`src/inc/cdt_map.svh`:
```
// offsets, field positions, reset values and timing counts of the timer block
`ifndef CDT_MAP_SVH
`define CDT_MAP_SVH

// ********************************************************************
// device register offsets
// ********************************************************************
`define CDT_OFS_CTRL      6'h00
`define CDT_OFS_IRQ_EN    6'h01
`define CDT_OFS_IRQ_FLAGS 6'h02
`define CDT_OFS_ALARM0    6'h10
`define CDT_OFS_CNT_LO    6'h18
`define CDT_OFS_CNT_HI    6'h19

// ********************************************************************
// field positions and reset values
// ********************************************************************
`define CDT_CTRL_RUN      1
`define CDT_CTRL_RELOAD   2
`define CDT_CTRL_SEL_LO   5
`define CDT_CTRL_SEL_HI   6
`define CDT_IRQ_ALARM     0
`define CDT_IRQ_TIMER     1
`define CDT_ALARM_EN_BIT  7
`define CDT_CTRL_RST      8'h00
`define CDT_IRQ_EN_RST    5'h00

// ********************************************************************
// timing: base tick of 64 Hz derived from the 50 MHz clock
// ********************************************************************
`define CDT_CLK_HZ        50000000
`define CDT_BASE_HZ       64
`define CDT_BASE_CYC      (`CDT_CLK_HZ / `CDT_BASE_HZ)

// ********************************************************************
// host bridge register indices (AXI4-Lite address bits 3:2, not byte addresses)
// ********************************************************************
`define CDT_AXI_CMD       2'h0
`define CDT_AXI_STATUS    2'h1
`define CDT_CMD_WRITE     16

`endif

```
`src/inc/cdt_pkg.sv`:
```
// types shared by the timer device and its host controller
package cdt_pkg;

    // host sequencing states, one-hot
    typedef enum logic [2:0] {
        CDT_IDLE  = 3'b001,
        CDT_ISSUE = 3'b010,
        CDT_FETCH = 3'b100
    } cdt_host_state_t;

    // whole state of the device end
    typedef struct packed {
        logic [19:0]      pre;
        logic [6:0]       base;
        logic             run;
        logic             reload_mode;
        logic [1:0]       src_sel;
        logic [4:0]       irq_en;
        logic [1:0]       flags;
        logic [15:0]      cnt_load;
        logic [15:0]      cnt;
        logic             reloading;
        logic             done;
        logic             match;
        logic [7:0]       rdata;
        logic [6:0][7:0]  alarm;
    } cdt_dev_st_t;

    // whole state of the host end
    typedef struct packed {
        cdt_host_state_t  state;
        logic             aw_have;
        logic             w_have;
        logic [1:0]       aw_idx;
        logic [31:0]      wdata;
        logic             bvalid;
        logic [1:0]       bresp;
        logic             rvalid;
        logic [1:0]       rresp;
        logic [31:0]      rdata;
        logic [16:0]      cmd;
        logic [7:0]       rsp;
        logic             irq_seen;
    } cdt_host_st_t;

endpackage : cdt_pkg

```
`src/inc/cdt_if.sv`:
```
// register port and open-drain interrupt line between host and device
`timescale 1ns/100ps
`default_nettype none
interface cdt_if;
    logic [5:0] addr;
    logic [7:0] wdata;
    logic       wr;
    logic       rd;
    logic [7:0] rdata;
    logic       irq_o;
    logic       irq_oe;
    wire        irq_n;

    // pulled high unless the device pulls it down
    assign irq_n = irq_oe ? irq_o : 1'b1;

    modport dev (input addr, input wdata, input wr, input rd,
                 output rdata, output irq_o, output irq_oe);
    modport host (output addr, output wdata, output wr, output rd,
                  input rdata, input irq_n);
endinterface : cdt_if
`default_nettype wire

```
`src/logic/cdt_rtc_dev.sv`:
```
// countdown timer and alarm interrupt logic of the clock device
//
// Decided for this implementation: register access over AXI4-Lite.
`timescale 1ns/100ps
`default_nettype none
`include "cdt_map.svh"
module cdt_rtc_dev
    import cdt_pkg::*;
#(
    parameter int unsigned BASE_CYC = `CDT_BASE_CYC
)(
    input  wire logic             aclk,
    input  wire logic             aresetn,
    cdt_if.dev                    link,
    input  wire logic [6:0][7:0]  time_now
);

    // ****************************************************************
    // helpers
    // ****************************************************************
    // base ticks (64 Hz) per source tick, minus one, as a mask
    function automatic logic [6:0] src_mask(input logic [1:0] sel);
        case (sel)
            2'b00:   src_mask = 7'h01;
            2'b01:   src_mask = 7'h07;
            2'b10:   src_mask = 7'h3f;
            2'b11:   src_mask = 7'h7f;
            default: src_mask = 7'h01;
        endcase
    endfunction : src_mask

    cdt_dev_st_t q;
    cdt_dev_st_t d;
    logic [6:0]  fld_hit;
    logic [6:0]  fld_on;

    // ****************************************************************
    // alarm field compare
    // ****************************************************************
    // enable bit per field, compare value
    for (genvar i = 0; i < 7; i++) begin : g_fld
        assign fld_on[i]  = q.alarm[i][`CDT_ALARM_EN_BIT];
        assign fld_hit[i] = !fld_on[i] ||
                            (q.alarm[i][6:0] == time_now[i][6:0]);
    end

    // ****************************************************************
    // next state
    // ****************************************************************
    always_comb begin
        logic base_tick;
        logic src_tick;
        logic expire;
        logic match_now;
        base_tick = 1'b0;
        src_tick  = 1'b0;
        expire    = 1'b0;
        match_now = 1'b0;
        d = q;

        // 64 Hz base from the bus clock, then divided per select
        base_tick = (q.pre == 20'(BASE_CYC - 1));
        d.pre = base_tick ? 20'h00000 : q.pre + 20'h00001;
        if (base_tick) begin
            d.base = q.base + 7'h01;
        end
        src_tick = base_tick && ((q.base & src_mask(q.src_sel)) == 7'h00);

        // countdown engine
        if (!q.run) begin
            d.cnt       = q.cnt_load;
            d.reloading = 1'b0;
            d.done      = 1'b0;
        end else if (src_tick && !q.done) begin
            if (q.reloading) begin
                // reload takes one extra source clock
                d.cnt       = q.cnt_load;
                d.reloading = 1'b0;
            end else if (q.cnt != 16'h0000) begin
                // one step per source clock, zero stays put
                d.cnt = q.cnt - 16'h0001;
                if (q.cnt == 16'h0001) begin
                    expire = 1'b1;
                    d.reloading = q.reload_mode;
                    d.done = !q.reload_mode;
                end
            end
        end

        // all enabled fields together, and at least one enabled
        // logical and of the enabled compares
        match_now = (&fld_hit) && (|fld_on);
        d.match   = match_now;

        // register writes; a zero written to a flag clears it
        if (link.wr) begin
            case (link.addr)
                `CDT_OFS_CTRL: begin
                    d.run = link.wdata[`CDT_CTRL_RUN];
                    // select and reload frozen while running
                    if (!q.run) begin
                        d.reload_mode = link.wdata[`CDT_CTRL_RELOAD];
                        d.src_sel = link.wdata[`CDT_CTRL_SEL_HI:
                                               `CDT_CTRL_SEL_LO];
                    end
                end
                `CDT_OFS_IRQ_EN:    d.irq_en = link.wdata[4:0];
                `CDT_OFS_IRQ_FLAGS: d.flags = q.flags & link.wdata[1:0];
                // bytes only while stopped and no reload
                `CDT_OFS_CNT_LO: begin
                    if (!q.run && !q.reload_mode) begin
                        d.cnt_load[7:0] = link.wdata;
                    end
                end
                `CDT_OFS_CNT_HI: begin
                    if (!q.run && !q.reload_mode) begin
                        d.cnt_load[15:8] = link.wdata;
                    end
                end
                default: begin
                    if (link.addr >= `CDT_OFS_ALARM0 &&
                        link.addr < `CDT_OFS_ALARM0 + 6'h07) begin
                        d.alarm[3'(link.addr - `CDT_OFS_ALARM0)] =
                            link.wdata;
                    end
                end
            endcase
        end

        // hardware sets beat a same-cycle software clear
        // timer flag only with its enable
        if (expire && q.irq_en[`CDT_IRQ_TIMER]) begin
            d.flags[`CDT_IRQ_TIMER] = 1'b1;
        end
        // rising match only, gated by alarm enable
        if (match_now && !q.match && q.irq_en[`CDT_IRQ_ALARM]) begin
            d.flags[`CDT_IRQ_ALARM] = 1'b1;
        end

        // read data registered, answers the cycle after rd
        d.rdata = 8'h00;
        if (link.rd) begin
            case (link.addr)
                `CDT_OFS_CTRL: begin
                    d.rdata[`CDT_CTRL_RUN]    = q.run;
                    d.rdata[`CDT_CTRL_RELOAD] = q.reload_mode;
                    d.rdata[`CDT_CTRL_SEL_HI:`CDT_CTRL_SEL_LO] = q.src_sel;
                end
                `CDT_OFS_IRQ_EN:    d.rdata = {3'h0, q.irq_en};
                `CDT_OFS_IRQ_FLAGS: d.rdata = {6'h00, q.flags};
                `CDT_OFS_CNT_LO:    d.rdata = q.cnt_load[7:0];
                `CDT_OFS_CNT_HI:    d.rdata = q.cnt_load[15:8];
                default: begin
                    if (link.addr >= `CDT_OFS_ALARM0 &&
                        link.addr < `CDT_OFS_ALARM0 + 6'h07) begin
                        d.rdata = q.alarm[3'(link.addr - `CDT_OFS_ALARM0)];
                    end
                end
            endcase
        end
    end

    // ****************************************************************
    // state register
    // ****************************************************************
    always_ff @(posedge aclk) begin
        if (!aresetn) begin
            q <= '0;
        end else begin
            q <= d;
        end
    end

    // ****************************************************************
    // outputs
    // ****************************************************************
    assign link.rdata = q.rdata;
    // line held low while an enabled flag stands
    assign link.irq_o  = 1'b0;
    assign link.irq_oe = |(q.flags & q.irq_en[1:0]);

endmodule : cdt_rtc_dev
`default_nettype wire

```
`src/flat_wrapper.sv`:
```
// flat-port wrapper written by rule: the top's interface ports become plain ports
module cdt_rtc_dev_flat import cdt_pkg::*;
#(
    parameter int unsigned BASE_CYC = `CDT_BASE_CYC
)
  (aclk, aresetn, time_now, link_addr, link_wdata, link_wr, link_rd, link_rdata, link_irq_o, link_irq_oe);
  cdt_if link_i ();
  input  wire logic aclk;
  input  wire logic aresetn;
  input  wire logic [6:0][7:0] time_now;
  input wire logic [$bits(link_i.addr)-1:0] link_addr;
  input wire logic [$bits(link_i.wdata)-1:0] link_wdata;
  input wire logic [$bits(link_i.wr)-1:0] link_wr;
  input wire logic [$bits(link_i.rd)-1:0] link_rd;
  output wire logic [$bits(link_i.rdata)-1:0] link_rdata;
  output wire logic [$bits(link_i.irq_o)-1:0] link_irq_o;
  output wire logic [$bits(link_i.irq_oe)-1:0] link_irq_oe;
  assign link_i.addr = link_addr;
  assign link_i.wdata = link_wdata;
  assign link_i.wr = link_wr;
  assign link_i.rd = link_rd;
  assign link_rdata = link_i.rdata;
  assign link_irq_o = link_i.irq_o;
  assign link_irq_oe = link_i.irq_oe;
  cdt_rtc_dev #(.BASE_CYC(BASE_CYC)) u_core (.aclk(aclk), .aresetn(aresetn), .link(link_i), .time_now(time_now));
endmodule
```
`config.mk`:
```
export PLATFORM = sky130hd
export DESIGN_NAME = cdt_rtc_dev_flat
export DESIGN_NICKNAME = d
export VERILOG_FILES = /design/src/inc/cdt_pkg.sv /design/src/inc/cdt_if.sv /design/src/logic/cdt_rtc_dev.sv /design/src/flat_wrapper.sv
export VERILOG_INCLUDE_DIRS = /design/src /design/src/inc
export SDC_FILE = /design/constraint.sdc
export NUM_CORES = 1
export LEC_CHECK = 0
export BUFFER_PORTS_ARGS = -buffer_cell sky130_fd_sc_hd__buf_2
export CAP_MARGIN = 10
export CORE_MARGIN = 2
export CORE_UTILIZATION = 44
export CTS_CLUSTER_SIZE = 25
export DETAILED_ROUTE_END_ITERATION = 8
export SYNTH_ARGS = -nofsm -noshare
export SYNTH_HDL_FRONTEND = slang
export SYNTH_SLANG_ARGS = --single-unit
```
`constraint.sdc`:
```
create_clock -name aclk -period 4.62 [get_ports aclk]
set_clock_uncertainty 0.1 [all_clocks]
set_input_delay 0 -clock aclk [delete_from_list [all_inputs] [get_ports aclk]]
set_output_delay 0 -clock aclk [all_outputs]
set_load 0.1 [all_outputs]
```
### After elaboration in Yosys (flattened, before gate mapping)

Index checks and enable logic that the tools add are counted.

| storage, ports and cells | value |
|---|---|
| register bits | 137 |
| input port bits | 74 |
| output and inout bits | 10 |
| logic and storage cells | 141 |

| operators by class | value |
|---|---|
| $add $sub $neg | 4 |
| $lt $le $gt $ge | 4 |
| equal/unequal tests | 18 |
| multiplexer cells | 31 |
| bitwise logic cells | 7 |
| reduce and logical (&&, ||, !) cells | 55 |

Operator list:

| kind | count |
|---|---|
| 18-bit 2-to-1 mux | 4 |
| 56-bit bitwise mux | 1 |
| 8-bit 2-to-1 mux | 7 |
| 7-bit equality test | 7 |
| 7-bit case mux with 4 select lines | 1 |
| 8-bit binary-select mux with 3-bit select | 1 |
| 8-bit demux with 3-bit select | 1 |
| 20-bit by 1-bit adder with 20-bit output, second input constant | 1 |
| 20-bit equality test, second input constant | 1 |
| 17-bit 2-to-1 mux | 1 |
| 16-bit by 1-bit equality test with 1-bit output, second input constant | 1 |
| 2-bit case mux with 4 select lines | 2 |
| 16-bit nonzero test | 1 |
| 16-bit by 1-bit subtractor with 16-bit output, second input constant | 1 |
| 2-bit AND reduction | 7 |
| 6-bit by 5-bit equality test with 1-bit output, second input constant | 2 |
| 3-bit AND reduction | 4 |
| 1-bit logical NOT | 11 |
| 2-bit case mux with 5 select lines | 1 |
| 1-bit logical AND | 9 |
| 1-bit 2-to-1 mux | 8 |
| 2-bit nonzero test | 4 |
| 2-bit OR reduction | 4 |
| 7-bit by 1-bit adder with 7-bit output, second input constant | 1 |
| other kinds (26) | 38 |

### Depth between registers and ports, before layout

| logic depth | value |
|---|---|
| depth after elaboration | 11 |
| gate-level depth with buffers | 9 |
| depth with buffers taken out | 7 |

### Worst setup path before layout

Ideal clock, no wire load.

| timing path | value |
|---|---|
| kind | register -> register |
| start point | register u_core.q[71] (netlist name) |
| end point | register u_core.q[66] (netlist name) |
| setup time | 79 ps |
| data arrival time | 1,932 ps |
| required time | 4,441 ps |
| path slack | 2,509 ps |
| stages on the path, launching flop included | 7 |
| path buffers | 1 |
| clock period less this slack | 2,111 ps |
| cell sequence | dfxtp_1 > or4_1 > buf_6 > nor4_4 > nand4_1 > or3_1 > a211oi_2 |

| between the ends | value |
|---|---|
| longest elaborated chain between the ends | 4 |
| elaborated cells on any way between the ends | 5 |
| classes of those cells | 1 x eq/ne; 3 x mux; 1 x reduce/logical |

RTL lines:

| what | line | source |
|---|---|---|
| start: declaration | cdt_rtc_dev.sv:32 | `cdt_dev_st_t q;` |
| start signal: assignment | cdt_rtc_dev.sv:168 | `q <= '0;` |
| start signal: assignment | cdt_rtc_dev.sv:170 | `q <= d;` |
| 16-bit by 1-bit equality test with 1-bit output | cdt_rtc_dev.sv:82 | `if (q.cnt == 16'h0001) begin` |
| 2-bit 2-to-1 mux | cdt_rtc_dev.sv:82 |  |
| 18-bit 2-to-1 mux (*) | cdt_rtc_dev.sv:79 | `end else if (q.cnt != 16'h0000) begin` |
| 17-bit 2-to-1 mux (*) | cdt_rtc_dev.sv:75 | `if (q.reloading) begin` |

Every way passes the cells marked *; elsewhere a longest branch is shown, timed or not. The select of a mux whose other input is x is not followed.
A chain may end at the register's enable or synchronous reset.

### Worst setup path after layout

| timing path | value |
|---|---|
| start point | register u_core.q[37] (netlist name) |
| end point | register u_core.q[99] (netlist name) |

| between the ends | value |
|---|---|
| longest elaborated chain between the ends | 8 |
| elaborated cells on any way between the ends | 10 |
| classes of those cells | 1 x eq/ne; 1 x mux; 8 x reduce/logical |

RTL lines:

| what | line | source |
|---|---|---|
| 7-bit equality test (*) | cdt_rtc_dev.sv:44 | `(q.alarm[i][6:0] == time_now[i][6:0]);` |
| 1-bit logical OR (*) | cdt_rtc_dev.sv:43 | `assign fld_hit[i] = !fld_on[i] \|\|` |
| 7-bit AND reduction (*) | cdt_rtc_dev.sv:92 | `match_now = (&fld_hit) && (\|fld_on);` |
| 1-bit logical AND (*) | cdt_rtc_dev.sv:92 |  |
| 1-bit logical AND (*) (2 in series) | cdt_rtc_dev.sv:136 | `` if (match_now && !q.match && q.irq_en[`CDT_IRQ_ALARM]) begin `` |
| 2-bit nonzero test (no line) | - |  |
| 2-bit AND reduction (no line) | - |  |

Every way passes the cells marked *; elsewhere a longest branch is shown, timed or not.

==> flow_metrics.env <==
export IMPL_worstPathMaxFanout=3
export IMPL_drcViolationCount=0
export IMPL_period_minus_slack_ps=2750
export IMPL_dp_cells=1053
export IMPL_worstMarginPinSlew_ps=1170
export IMPL_final_common_cell="dfxtp_1"
export IMPL_syn_cell_area_um2=7190
export IMPL_initial_core_util_pct=45.1
export IMPL_cts_setup_buffers=0
export IMPL_synth_fp_nets=902
export IMPL_cts_buffers=17
export IMPL_gp_congestion=0.873
export IMPL_setup_viol=0
export IMPL_fin_util_pct=52.2
export IMPL_cts_tree="built"
export IMPL_final_instance_count_excl_fill=1101
export IMPL_critPathCaptureType="flop"
export IMPL_fmax_mhz=364
export IMPL_grt_max_degree=53
export IMPL_ys_flop_type="dfxtp_1"
export IMPL_critPathBufInv=2
export IMPL_netlist_top_cells_area="dfxtp_1 (38%), mux2i_1 (8.2%), xnor2_1 (7.2%)"
export IMPL_synth_area_per_cell_um2=8.75
export IMPL_p_leak_nw=3.22
export IMPL_async_flop_share_pct=0
export IMPL_detailed_place_area_um2=7570
export IMPL_hold_viol_final=0
export IMPL_ys_warn_count=0
export IMPL_cap_viol_max_count=0
export IMPL_tns_ps=0
export IMPL_grt_pass1_wl_um=31100
export IMPL_cp_top_family="buffers and inverters"
export IMPL_std_cell_rows=46
export IMPL_crit_path_start_kind="flop"
export IMPL_dieHeight_um=132
export IMPL_cts_max_level=4
export IMPL_ys_types=61
export IMPL_portBuffers=75
export IMPL_final_area_um2=8320
export IMPL_min_period_over_period_pct=59.5
export IMPL_drt_initial_drc_count=546
export IMPL_cts_sinks=137
export IMPL_rsz0062_at_grt="no"
export IMPL_critical_path_max_stage_delay_ps=580
export IMPL_cts_root_buf="clkbuf_16"
export IMPL_fin_ws_ps=1870
export IMPL_setup_worst_path_class="reg2reg"
export IMPL_report_power_total_mw=2.70
export IMPL_yosys_area_top_type_share_pct=38.1
export IMPL_antenna_found_initial=0
export IMPL_ios=84
export IMPL_cts_resized=0
export IMPL_hold_path_class="in2reg"
export IMPL_insertion_delay_ps=420
export IMPL_relSlewSlack_pct=21.7
export IMPL_chipWidth_um=132
export IMPL_core_um2=15900
export IMPL_clk_path_buf_depth=2
export IMPL_drv_slew=0
export IMPL_wl_per_cell_um=17.7
export IMPL_areaGrowthSynthToFinish_pct=15.7
export IMPL_drt_pass1_iter_count=5
export IMPL_power_density_nw_per_um2=325
export IMPL_outcome="finished clean"
export IMPL_synth_edff_count=0
export IMPL_dp_hpwl_um=13700
export IMPL_grt_pass1_vias=5920
export IMPL_antenna_left=0
export IMPL_critPathRequiredTime_ps=4880
export IMPL_crit_chain="xnor2_1 -> nand4_1 -> dlygate4sd3_1 -> o41ai_1 -> nand4_1 -> o41ai_1 -> dlygate4sd3_1"
export IMPL_drive_above_1_share_pct=15.4
export IMPL_vdd_ir_drop_max_mv=0.260
export IMPL_grt_overflow=0
export IMPL_nets=952
export IMPL_syn_inst=822
export IMPL_yosysSeqAreaShare_pct=38.1
export IMPL_yosysTopAreaCell="dfxtp_1"
export IMPL_path_clk_slew_ps=60
export IMPL_place_worst_setup_slack_ps=1850
export IMPL_insertedDiodeCount=0
export IMPL_drt_total_wl_um=19500
export IMPL_grt_usage_pct=22.5
export IMPL_dieArea_um2=17400
export IMPL_cts_hold_buf=16
export IMPL_layout_common_cells="dfxtp_1 (137), nand2_1 (81), buf_2 (75)"
export IMPL_crit_slowest_cell="dlygate4sd3_1"
export IMPL_via_per_inst=5.71
export IMPL_cp_arrival_ps=3010
export IMPL_holdWs_ps=84.5
export IMPL_vias=6289
export IMPL_yosys_register_bits=137
-- worst paths after layout --
| check | from | end | slack [ps] | depth (start not counted) |
|---|---|---|---|---|
| setup / recovery | u_core.q[37] | u_core.q[99] | 1870 | 7 |
| hold / removal | time_now[22] | u_core.q[64] | 80 | 6 |
| setup reg to reg | u_core.q[37] | u_core.q[99] | 1870 | 7 |
| hold reg to reg | u_core.q[105] | u_core.q[105] | 350 | 2 |
-- worst min-delay path, cell delays in order --
cell and delay (ps):
buf_2 100, xnor2_1 60, nand4_1 80, o22ai_1 70
nand4_1 170, nor2_1 80
-- per-layer routing --
metal / routed length, µm / track usage [%] / share of wire, % / up-vias
li1: - / - / - / 3017
met1: 9010 / 30.9 / 46 / 2998
met2: 8910 / 35.3 / 46 / 242
met3: 1190 / 4.65 / 6.1 / 32
met4: 392 / 7.55 / 2.0 / 0
met5: 0 / 0 / 0 / -
-- Yosys cell counts (2+ instances only) --
| library cell | n |
|---|---|
| or4_1 | 6 |
| a2bb2oi_1 | 2 |
| nor2_1 | 74 |
| a222oi_1 | 6 |
| clkbuf_1 | 44 |
| buf_4 | 10 |
| a22oi_1 | 5 |
| buf_2 | 6 |
| o31ai_1 | 4 |
| and3_1 | 7 |
| xor2_1 | 24 |
| o2bb2ai_1 | 8 |
| a211oi_1 | 3 |
| nor3_1 | 12 |
| nand2b_1 | 4 |
| nand4_1 | 17 |
| o21ai_1 | 2 |
| xnor2_1 | 59 |
| mux4_2 | 8 |
| nand2_1 | 81 |
| and2_1 | 7 |
| mux2i_1 | 59 |
| mux2_2 | 8 |
| a21oi_1 | 56 |
| nor3b_1 | 2 |
| nor4b_1 | 2 |
| o21ai_0 | 43 |
| o21a_1 | 2 |
| and4_1 | 2 |
| ha_1 | 6 |
| a31oi_1 | 4 |
| nand3_1 | 40 |
| o211a_1 | 14 |
| buf_1 | 4 |
| buf_6 | 2 |
| o41ai_1 | 7 |
| or3_1 | 6 |
| inv_1 | 10 |
| dfxtp_1 | 137 |
| nor4_1 | 8 |
-- flip-flops by register name, summed over array words and instances, names as in the netlist --
signal             cells
u_core.fld_on          7
u_core.link.rdata      8
u_core.q             122
-- power breakdown --
group | total [mW] | leakage (nW) | switching [mW] | internal (mW)
registers | 1.19 | 1.10 | 0.00604 | 1.19
clock network | 1.35 | 0.278 | 0.532 | 0.815
logic | 0.164 | 1.83 | 0.100 | 0.0638
total | 2.70 | 3.22 | 0.638 | 2.07
-- layout make-up --
class	instances	area, µm²
multi-input combinational	608	4100
timing repair buffer	97	581
clock inverter	12	140
inverter	11	41.3
sequential	137	2740
clock buffer	20	447
fill	1505	7620
tap	216	270
-- kinds of logic (layout without fill, tap and decap cells) --
logic type,after synthesis,after routing,synth area share (%)
compound gates,163,163,14.7
xor+xnor,83,83,10.1
fa+ha+maj,6,6,1.04
buf+inv,77,140,4.85
flops,137,137,38.1
mux,75,75,12.0
other cells,1,1,0.0522
simple gates,280,280,19.2
Note: power is estimated with default switching activity, not from simulation.
